File: src/hdl/ats_pkg.sv
// constants and types of the transfer switch mode controller
// assumes a single 40 MHz clock domain
package ats_pkg;
    // clock and one-second tick
    localparam int unsigned CLK_HZ = 40_000_000;
    localparam int unsigned TICK_PERIOD_S = 1;
    localparam int unsigned TICK_CYCLES = CLK_HZ * TICK_PERIOD_S;
    localparam int TICK_W = 26;
    localparam int SEC_W = 9;
    // delay selector values in seconds
    localparam logic [8:0] DELAY_SEL0_S = 9'h000;
    localparam logic [8:0] DELAY_SEL1_S = 9'h005;
    localparam logic [8:0] DELAY_SEL2_S = 9'h00A;
    localparam logic [8:0] DELAY_SEL3_S = 9'h01E;
    localparam logic [8:0] BACK_FIXED_S = 9'h12C;
    // threshold selector positions
    localparam logic [2:0] LIM_MAX_BASIC = 3'h3;
    localparam logic [2:0] LIM_MAX_LARGE = 3'h5;
    localparam logic [2:0] LIM_SETUP = 3'h6;
    localparam logic [2:0] LIM_TEST = 3'h7;
    localparam logic [5:0] PCT_STEP = 6'h05;
    localparam logic [5:0] RST_PCT = 6'h05;
    // setup combinations: priority index plus three times the switch type
    localparam logic [2:0] SETUP_LAST = 3'h5;
    localparam logic [2:0] SETUP_TYPES_SPLIT = 3'h3;
    localparam logic [2:0] RST_SETUP_SEL = 3'h0;
    localparam int SYNC_W = 25;

    typedef enum logic [3:0] {
        MODE_MANUAL = 4'b0001,
        MODE_AUTO = 4'b0010,
        MODE_SETUP = 4'b0100,
        MODE_TEST = 4'b1000
    } op_mode_type;

    typedef enum logic [1:0] {
        PRIO_LINE1 = 2'h0,
        PRIO_NONE = 2'h1,
        PRIO_MANBACK = 2'h2,
        PRIO_LINE2 = 2'h3
    } prio_type;

    typedef enum logic [3:0] {
        POS_HOLD = 4'b0001,
        POS_ONE = 4'b0010,
        POS_OFF = 4'b0100,
        POS_TWO = 4'b1000
    } pos_type;

    typedef enum logic [3:0] {
        TEST_GEN_START = 4'b0001,
        TEST_TO_TWO = 4'b0010,
        TEST_TO_ONE = 4'b0100,
        TEST_GEN_STOP = 4'b1000
    } test_step_type;
endpackage

File: src/hdl/ats_mode_ctrl.sv
// mode and sequence controller of an automatic transfer switch unit
// assumes voltage supervision outside reports line health as levels
`timescale 1ns/1ps
// Operation
// RULE_01 - wait selected delay before switch or back-switch
// RULE_02 - first range: 0/5/10/30 s, back equals switch
// RULE_03 - second range: same choices, back fixed 300 s
// RULE_04 - thresholds 5..20 percent, larger variant to 30
// RULE_05 - unbalance limit equals voltage threshold
// RULE_06 - setup only from manual with selector at SETUP
// RULE_07 - auto key steps six mode/type combinations
// RULE_08 - selector at TEST runs stepwise test sequence
// RULE_09 - gen start, to II, to I, gen stop
// RULE_10 - after last test step restart from first
// RULE_11 - leaving TEST gives manual; one press gives auto
// RULE_12 - no priority: stay on line 2 until failure
// RULE_13 - manual back: never back-switch, line 2 fail opens
// RULE_14 - display variant holds priority, type, manual back
// RULE_15 - handle attached: manual, alarm and power lit
// RULE_16 - handle removed: stay manual, alarm off
// RULE_17 - manual mode: gen control only display variant
// RULE_18 - manual selector: motor unpowered, commands blocked
// RULE_19 - handle forces manual until removed and auto pressed
// RULE_20 - switch status active when that switch closed
// RULE_21 - one-second ticks, timer restarts when condition clears
// RULE_22 - auto key ignored outside setup, test, manual return
module ats_mode_ctrl
    import ats_pkg::*;
#(
    parameter int unsigned TICK_CYCLES_P = ats_pkg::TICK_CYCLES
) (
    // clock and reset
    input wire logic clk,
    input wire logic nrst,
    // front panel keys
    input wire logic key_auto,
    input wire logic key_one,
    input wire logic key_off,
    input wire logic key_two,
    input wire logic key_gen_start,
    input wire logic key_gen_stop,
    // rotary selectors and variant straps
    input wire logic [1:0] delay_sel,
    input wire logic delay_range,
    input wire logic [2:0] lim_sel,
    input wire logic variant_large,
    input wire logic display_variant,
    input wire logic gen_in_use,
    // display variant configuration
    input wire ats_pkg::prio_type cfg_priority,
    input wire logic cfg_motorized,
    input wire logic cfg_manual_back,
    // switch and line sense
    input wire logic handle_sense_input,
    input wire logic motor_manual_sel,
    input wire logic switch_one_status,
    input wire logic switch_two_status,
    input wire logic line_one_ok,
    input wire logic line_two_ok,
    // switch and generator commands
    output logic cmd_one_q,
    output logic cmd_off_q,
    output logic cmd_two_q,
    output logic motor_power_q,
    output logic gen_start_q,
    output logic gen_stop_q,
    // indications
    output logic auto_led_q,
    output logic alarm_led_q,
    output logic power_led_q,
    output logic [2:0] prio_led_q,
    output logic motorized_led_q,
    output logic setup_active_q,
    output logic test_active_q,
    output logic [5:0] threshold_pct_q,
    output logic [5:0] unbalance_pct_q
);
    import ats_pkg::*;

    initial begin
        if (TICK_CYCLES_P < 1 || TICK_CYCLES_P > (1 << TICK_W)) begin
            $error("tick count out of range");
        end
    end

    logic [SYNC_W-1:0] pins, s;
    logic s_auto, s_one, s_off, s_two, s_gstart, s_gstop;
    logic s_handle, s_motman, s_sw1, s_sw2, s_l1, s_l2;
    logic s_drange, s_large, s_disp, s_gen, s_cmot, s_cmb;
    logic [1:0] s_dsel, s_cprio, cond_d, cond_q;
    logic [2:0] s_lim, setup_sel_q, lim_eff;
    logic [5:0] keys_prev_q, keys_now, press, pct_sel;
    op_mode_type mode_q;
    test_step_type step_q, step_first, step_next;
    pos_type target_q;
    prio_type prio;
    logic gen_run_q, motorized, expired, cmd_enable, gen_allowed;
    logic on_one, on_two, on_off, go_one, go_two, go_off;
    logic [TICK_W-1:0] tick_q;
    logic [SEC_W-1:0] sec_q;
    logic [8:0] sw_delay, back_delay, want_delay;

    assign pins = {key_auto, key_one, key_off, key_two, key_gen_start, key_gen_stop,
        handle_sense_input, motor_manual_sel, switch_one_status, switch_two_status,
        line_one_ok, line_two_ok, delay_sel, delay_range, lim_sel, variant_large,
        display_variant, gen_in_use, cfg_priority, cfg_motorized, cfg_manual_back};

    pin_sync #(.W(SYNC_W)) u_sync (
        .clk(clk),
        .nrst(nrst),
        .pin(pins),
        .sync(s)
    );

    assign {s_auto, s_one, s_off, s_two, s_gstart, s_gstop, s_handle, s_motman,
        s_sw1, s_sw2, s_l1, s_l2, s_dsel, s_drange, s_lim, s_large, s_disp, s_gen,
        s_cprio, s_cmot, s_cmb} = s;

    // key press edges
    assign keys_now = {s_auto, s_one, s_off, s_two, s_gstart, s_gstop};
    assign press = keys_now & ~keys_prev_q;

    always_ff @(posedge clk or negedge nrst) begin
        if (!nrst) keys_prev_q <= '0;
        else keys_prev_q <= keys_now;
    end

    // switch positions from auxiliary contacts
    assign on_one = s_sw1 & ~s_sw2; // RULE_20
    assign on_two = s_sw2 & ~s_sw1; // RULE_20
    assign on_off = ~s_sw1 & ~s_sw2;

    // effective configuration
    always_comb begin
        if (s_disp) begin
            prio = s_cmb ? PRIO_MANBACK : prio_type'(s_cprio); // RULE_14
            motorized = s_cmot; // RULE_14
        end else if (setup_sel_q >= SETUP_TYPES_SPLIT) begin
            prio = prio_type'(2'(setup_sel_q - SETUP_TYPES_SPLIT));
            motorized = 1'b1;
        end else begin
            prio = prio_type'(setup_sel_q[1:0]);
            motorized = 1'b0;
        end
    end

    // delay selection
    always_comb begin
        case (s_dsel)
            2'h0: sw_delay = DELAY_SEL0_S; // RULE_02
            2'h1: sw_delay = DELAY_SEL1_S;
            2'h2: sw_delay = DELAY_SEL2_S;
            default: sw_delay = DELAY_SEL3_S;
        endcase
        back_delay = s_drange ? BACK_FIXED_S : sw_delay; // RULE_03
    end

    // automatic transfer conditions
    always_comb begin
        go_off = (prio == PRIO_MANBACK) & on_two & ~s_l2; // RULE_13
        go_two = ~on_two & s_l2 & ((prio == PRIO_LINE2) | ~s_l1);
        case (prio)
            PRIO_LINE1: go_one = s_l1;
            PRIO_NONE: go_one = s_l1 & (~on_two | ~s_l2); // RULE_12
            PRIO_MANBACK: go_one = 1'b0; // RULE_13
            default: go_one = s_l1 & ~s_l2;
        endcase
        go_one = go_one & ~on_one & ~(on_off & (prio == PRIO_MANBACK));
        if (mode_q != MODE_AUTO) cond_d = 2'h0;
        else if (go_off) cond_d = 2'h3;
        else if (go_two) cond_d = 2'h2;
        else if (go_one) cond_d = 2'h1;
        else cond_d = 2'h0;
        want_delay = (cond_d == 2'h1) ? back_delay : sw_delay; // RULE_01
        expired = (cond_d != 2'h0) && (cond_d == cond_q) && (sec_q >= want_delay);
    end

    // one-second delay timer
    always_ff @(posedge clk or negedge nrst) begin
        if (!nrst) begin
            cond_q <= 2'h0;
            tick_q <= '0;
            sec_q <= '0;
        end else begin
            cond_q <= cond_d;
            if (cond_d == 2'h0 || cond_d != cond_q) begin
                tick_q <= '0; // RULE_21
                sec_q <= '0;
            end else if (tick_q == TICK_W'(TICK_CYCLES_P - 1)) begin
                tick_q <= '0; // RULE_21
                if (sec_q != '1) sec_q <= sec_q + 1'b1;
            end else begin
                tick_q <= tick_q + 1'b1;
            end
        end
    end

    // operating mode
    always_ff @(posedge clk or negedge nrst) begin
        if (!nrst) begin
            mode_q <= MODE_MANUAL;
        end else if (s_handle) begin
            mode_q <= MODE_MANUAL; // RULE_19
        end else begin
            case (mode_q)
                MODE_MANUAL: begin
                    if (s_lim == LIM_TEST) mode_q <= MODE_TEST; // RULE_08
                    else if (s_lim == LIM_SETUP) mode_q <= MODE_SETUP; // RULE_06
                    else if (press[5]) mode_q <= MODE_AUTO; // RULE_11 RULE_19
                end
                MODE_AUTO: if (s_lim == LIM_TEST) mode_q <= MODE_TEST;
                MODE_SETUP: if (s_lim != LIM_SETUP) mode_q <= MODE_MANUAL;
                MODE_TEST: if (s_lim != LIM_TEST) mode_q <= MODE_MANUAL; // RULE_11
                default: mode_q <= MODE_MANUAL;
            endcase
        end
    end

    // setup combination selection
    always_ff @(posedge clk or negedge nrst) begin
        if (!nrst) setup_sel_q <= RST_SETUP_SEL;
        else if (mode_q == MODE_SETUP && press[5])
            setup_sel_q <= (setup_sel_q == SETUP_LAST) ? '0 : setup_sel_q + 1'b1; // RULE_07
    end

    // test step order
    assign step_first = s_gen ? TEST_GEN_START : TEST_TO_TWO; // RULE_09
    always_comb begin
        case (step_q)
            TEST_GEN_START: step_next = TEST_TO_TWO;
            TEST_TO_TWO: step_next = TEST_TO_ONE;
            TEST_TO_ONE: step_next = s_gen ? TEST_GEN_STOP : step_first; // RULE_09
            default: step_next = step_first; // RULE_10
        endcase
    end

    always_ff @(posedge clk or negedge nrst) begin
        if (!nrst) begin
            step_q <= TEST_TO_TWO;
        end else if (mode_q != MODE_TEST) begin
            step_q <= step_first;
        end else if (press[5]) begin
            step_q <= step_next; // RULE_08 RULE_22
        end
    end

    // switch target position
    assign cmd_enable = ~s_motman & ~s_handle;
    always_ff @(posedge clk or negedge nrst) begin
        if (!nrst) begin
            target_q <= POS_HOLD;
        end else if (!cmd_enable) begin
            target_q <= POS_HOLD; // RULE_18
        end else if (mode_q == MODE_MANUAL) begin
            if (press[3]) target_q <= POS_OFF;
            else if (press[2]) target_q <= POS_TWO;
            else if (press[4]) target_q <= POS_ONE;
        end else if (mode_q == MODE_AUTO && expired) begin
            case (cond_d)
                2'h3: target_q <= POS_OFF; // RULE_13
                2'h2: target_q <= POS_TWO; // RULE_01
                default: target_q <= POS_ONE; // RULE_01
            endcase
        end else if (mode_q == MODE_TEST && press[5]) begin
            if (step_q == TEST_TO_TWO) target_q <= POS_TWO; // RULE_09
            else if (step_q == TEST_TO_ONE) target_q <= POS_ONE; // RULE_09
        end
    end

    // generator request; setup counts as manual for gen_allowed, but the gen keys act only in manual
    assign gen_allowed = (mode_q == MODE_AUTO) | (mode_q == MODE_TEST) | s_disp; // RULE_17
    always_ff @(posedge clk or negedge nrst) begin
        if (!nrst) begin
            gen_run_q <= 1'b0;
        end else if (mode_q == MODE_AUTO) begin
            if (s_gen && !s_l1) gen_run_q <= 1'b1;
            else if (s_l1 && on_one) gen_run_q <= 1'b0;
        end else if (mode_q == MODE_TEST && press[5]) begin
            if (step_q == TEST_GEN_START) gen_run_q <= 1'b1; // RULE_09
            else if (step_q == TEST_GEN_STOP) gen_run_q <= 1'b0; // RULE_09
        end else if (mode_q == MODE_MANUAL && s_disp) begin
            if (press[1]) gen_run_q <= 1'b1; // RULE_17
            else if (press[0]) gen_run_q <= 1'b0;
        end
    end

    // command outputs
    always_ff @(posedge clk or negedge nrst) begin
        if (!nrst) begin
            cmd_one_q <= 1'b0;
            cmd_off_q <= 1'b0;
            cmd_two_q <= 1'b0;
            motor_power_q <= 1'b0;
            gen_start_q <= 1'b0;
            gen_stop_q <= 1'b0;
        end else begin
            cmd_one_q <= cmd_enable & (target_q == POS_ONE) & ~on_one; // RULE_18
            cmd_off_q <= cmd_enable & (target_q == POS_OFF) & ~on_off; // RULE_18
            cmd_two_q <= cmd_enable & (target_q == POS_TWO) & ~on_two; // RULE_18
            motor_power_q <= ~s_motman; // RULE_18
            gen_start_q <= gen_allowed & gen_run_q; // RULE_17
            gen_stop_q <= gen_allowed & ~gen_run_q; // RULE_17
        end
    end

    // indications
    always_ff @(posedge clk or negedge nrst) begin
        if (!nrst) begin
            auto_led_q <= 1'b0;
            alarm_led_q <= 1'b0;
            power_led_q <= 1'b0;
            prio_led_q <= 3'h0;
            motorized_led_q <= 1'b0;
            setup_active_q <= 1'b0;
            test_active_q <= 1'b0;
        end else begin
            auto_led_q <= (mode_q == MODE_AUTO) & ~s_handle; // RULE_15
            alarm_led_q <= s_handle; // RULE_15 RULE_16
            power_led_q <= 1'b1; // RULE_15
            prio_led_q <= (mode_q == MODE_SETUP) ? 3'h1 << prio[1:0] : 3'h0; // RULE_07
            motorized_led_q <= (mode_q == MODE_SETUP) & motorized;
            setup_active_q <= (mode_q == MODE_SETUP);
            test_active_q <= (mode_q == MODE_TEST);
        end
    end

    // voltage and unbalance thresholds
    assign lim_eff = (!s_large && s_lim > LIM_MAX_BASIC) ? LIM_MAX_BASIC : s_lim; // RULE_04
    assign pct_sel = 6'(({3'h0, lim_eff} + 6'h01) * PCT_STEP);
    always_ff @(posedge clk or negedge nrst) begin
        if (!nrst) begin
            threshold_pct_q <= RST_PCT;
            unbalance_pct_q <= RST_PCT;
        end else if (s_lim <= LIM_MAX_LARGE) begin
            threshold_pct_q <= pct_sel; // RULE_04
            unbalance_pct_q <= pct_sel; // RULE_05
        end
    end
endmodule // ats_mode_ctrl

File: src/hdl/pin_sync.sv
// two-flop synchroniser for a group of pin inputs
// assumes the inputs are static or slow compared with clk
`timescale 1ns/1ps
module pin_sync #(
    parameter int W = 1
) (
    // clock and reset
    input wire logic clk,
    input wire logic nrst,
    // pins and synchronised copies
    input wire logic [W-1:0] pin,
    output logic [W-1:0] sync
);
    logic [W-1:0] meta_q;

    initial begin
        if (W < 1) begin
            $error("pin_sync width must be at least one");
        end
    end

    always_ff @(posedge clk or negedge nrst) begin
        if (!nrst) begin
            meta_q <= '0;
            sync <= '0;
        end else begin
            meta_q <= pin;
            sync <= meta_q;
        end
    end
endmodule // pin_sync

File: config.mk
export PLATFORM = sky130hd
export DESIGN_NAME = ats_mode_ctrl
export DESIGN_NICKNAME = d
export VERILOG_FILES = /design/src/hdl/ats_pkg.sv /design/src/hdl/ats_mode_ctrl.sv /design/src/hdl/pin_sync.sv
export SDC_FILE = /design/constraint.sdc
export NUM_CORES = 1
export LEC_CHECK = 0
export ABC_CLOCK_PERIOD_IN_PS = 5200
export CAP_MARGIN = 10
export CORE_MARGIN = 4
export CORE_UTILIZATION = 55
export CTS_BUF_LIST = sky130_fd_sc_hd__clkbuf_8 sky130_fd_sc_hd__clkbuf_16
export CTS_CLUSTER_SIZE = 30
export DETAILED_ROUTE_END_ITERATION = 10
export DONT_BUFFER_PORTS = 1
export PLACE_DENSITY = 0.7
export SLEW_MARGIN = 20
export SYNTH_ARGS = -nofsm -noshare
export SYNTH_HDL_FRONTEND = slang
export SYNTH_SLANG_ARGS = --single-unit
File: constraint.sdc
create_clock -name clk -period 5.2 [get_ports clk]
set_input_delay 0.26 -clock clk [delete_from_list [all_inputs] [get_ports clk]]
set_output_delay 0.26 -clock clk [all_outputs]
set_load 0.03 [all_outputs]
==> out/qor.yml <==
powerDensity_nw_per_um2: 389
grt_max_degree: 131
row_count: 36
fin_crit_sh: 0.934
worst_setup_path_start_kind: "register"
skew_ns: 0.00822
clock.fmax_ghz: 0.206
place_congestion: 0.881
netlist_instances: 498
antenna_found_initial: 0
ys_ff_latch: 130
drt_wl_total_microns: 10400
first_pass_iters: 4
areaGrowthSynthToFinish_pct: 16.7
n_antenna_cell: 0
fillers: 746
ys_types: 56
syn_area_sq_um: 5490
critPathKind: "register to register"
yosysSeqAreaShare: 0.593
wl_per_cell_microns: 15.5
grtUsageTotal: 0.202
cts_buffers: 17
grt_pass1_vias: 3665
netlist_top_cells_area: "dfrtp_1 57%, nor2_1 4.4%, xor2_1 4.1%"
ir_drop_mv: 0.250
core_area_sq_um: 9730
dpl.hpwl_microns: 6730
cts-root-buf: "clkbuf_8"
post-synth-top-area-cell: "dfrtp_1"
p_leak_nw: 2.79
fin_util: 0.659
vias: 3695
dieArea_sq_um: 11700
die_width_microns: 108
ys.flop_type: "dfrtp_1"
slew_headroom: 0.379
clk_pin_slew_ns: 0.06
synth_nets: 542
worst_pin_slew_ns: 0.931
overflow: 0
synth_top_area_frac: 0.569
hp-class: "input pin to register"
cts.sinks: 130
drv_slew: 0
outcome: "completed"
ant_nets: 0
avgViaCountPerCell: 5.48
pin_count: 54
period_minus_slack_ns: 4.86
die_h_microns: 108
ys_warn_count: 0
syn_avg_cell_area_sq_um: 11.0
setup.worst_path.end_class: "register"
setup_tns_ns: 0
layout-drive-gt1-share: 0.0943
rsz0062_at_grt: "false"
nets: 572
start_util: 0.565
drc: 0
cts_tree: "built"
postCtsSetupBuffers: 0
setup_viol: 0
drv_cap: 0
cts_buffer_depth: 2
drt_iter0_drc: 179
grt_pass1_wl_microns: 18100
worst_skew_pair.late_latency_ns: 0.53
synth_edf_count: 0
cp.arrival_ns: 5.26
port_buffers: 0
htree_levels: 4
cp_max_fo: 9
hold_violations: 0
crit_required_ns: 5.61
ys_async_sr_fraction: 1.00
## final cells by class
type / count / area, sq um / area share
Clock buffer: 18 / 428 / 0.0667
Inverter: 13 / 48.8 / 0.00761
Tap cell: 133 / 166 / 0.0260
Clock inverter: 14 / 115 / 0.0180
Multi-Input combinational cell: 335 / 2080 / 0.324
Timing Repair Buffer: 31 / 318 / 0.0496
Sequential cell: 130 / 3260 / 0.508
## cells in the final DEF, fill, tap and decap left out, drive strengths merged, types with 3 or more instances in the layout
master,instances
a21o,5
a21oi,17
nor2b,9
nand2,53
a311oi,3
and2,4
nand4,6
nand3,19
dlygate4sd3,26
xor2,26
buf,5
and3,10
nor4,5
nand2b,6
nand3b,3
o21ai,14
clkinvlp,4
dfstp,5
nor4b,10
or4,3
nor2,64
clkinv,6
ha,16
xnor2,9
a31oi,5
a211oi,4
nor3,11
inv,16
clkbuf,18
dfrtp,125
and4,3
## repair_timing
item                                    CTS  global route
endpoints found under the setup margin    0             3
endpoints found under the hold margin   155             0
gates resized for setup                   0             1
hold buffers                             27             0
## worst max-delay path, stage by stage (launching register included)
cell	delay (ns)
dfrtp_1	0.49
ha_1	0.25
ha_1	0.21
or3_1	0.35
a221o_1	0.37
or4_1	0.60
a21oi_1	0.24
buf_4	0.17
a31oi_1	0.11
ha_1	0.32
a21o_1	0.17
a31oi_1	0.14
o21ai_0	0.13
a311oi_2	0.47
o311ai_0	0.20
a21oi_1	0.19
nor3_1	0.07
o221a_2	0.24
## registers in the layout, indices dropped and copies added (netlist names), 6 cells and up
register / cells
tick_q: 26
u_sync.meta_q: 25
u_sync.sync: 25
sec_q: 9
keys_prev_q: 6
unbalance_pct_q: 6
## cell usage after synthesis, types with 5 or more instances
master    count
buf_4         6
xnor2_1       9
nor4_1        5
and3_1       10
dfrtp_1     125
o21ai_0      13
a21oi_1      16
ha_1         16
nor3_1       11
nand2_1      53
nor4b_1      10
clkbuf_1     10
nor2b_1       9
xor2_1       26
a31oi_1       5
nand3_1      19
nand4_1       6
nor2_1       64
dfstp_2       5
nand2b_1      6
inv_1        13
## report_power, final
group	switching (mW)	internal [mW]	total (mW)
clock network	0.431	0.642	1.07
registers	0.104	1.08	1.18
logic	0.141	0.0993	0.240
total	0.675	1.82	2.49
## metrics by stage
stage / worst slack (ns) / hold WS (ns) / total power [mW] / instances / instance area, sq um
after global routing: 0.0132 / 0.255 / 2.61 / 674 / 6410
after floorplan: 0.511 / -0.0356 / 1.34 / 498 / 5490
after detailed placement: 0.234 / -0.0322 / 1.40 / 615 / 5570
final: 0.344 / 0.285 / 2.49 / 674 / 6410
after CTS: 0.175 / 0.259 / 2.52 / 674 / 6400
after global placement: 0.472 / -0.0315 / 1.39 / 615 / 5570
## cells by family after synthesis
family | share of synthesized area
buffers and inverters | 0.0310
multiplexers | 0.00364
AO/OA/AOI/OAI | 0.0786
other | 0.000683
flip-flops | 0.593
AND/OR/NAND/NOR | 0.197
adder cells (fa/ha/maj) | 0.0401
XOR/XNOR | 0.0558
## metal layers
metal / vias up / part of all wire / GRT usage
li1: 1779 / - / -
met1: 1817 / 0.45 / 0.265
met2: 78 / 0.48 / 0.312
met3: 21 / 0.047 / 0.0561
met4: 0 / 0.021 / 0.0992
met5: - / 0 / 0
## path summary, 6_finish.rpt
check	from	to	slack, ns	depth (start not counted)
setup / recovery	setup_sel_q[0]	target_q[1]	0.34	17
min in group asynchronous	nrst	prio_led_q[1]	0.37	2
max in group asynchronous	nrst	cmd_one_q	4.36	2
hold reg to reg	u_sync.meta_q[5]	u_sync.sync[5]	0.34	0
hold / removal	key_off	u_sync.meta_q[22]	0.28	1
setup reg to reg	setup_sel_q[0]	target_q[1]	0.34	17
Note: power is estimated with default switching activity, not from simulation.
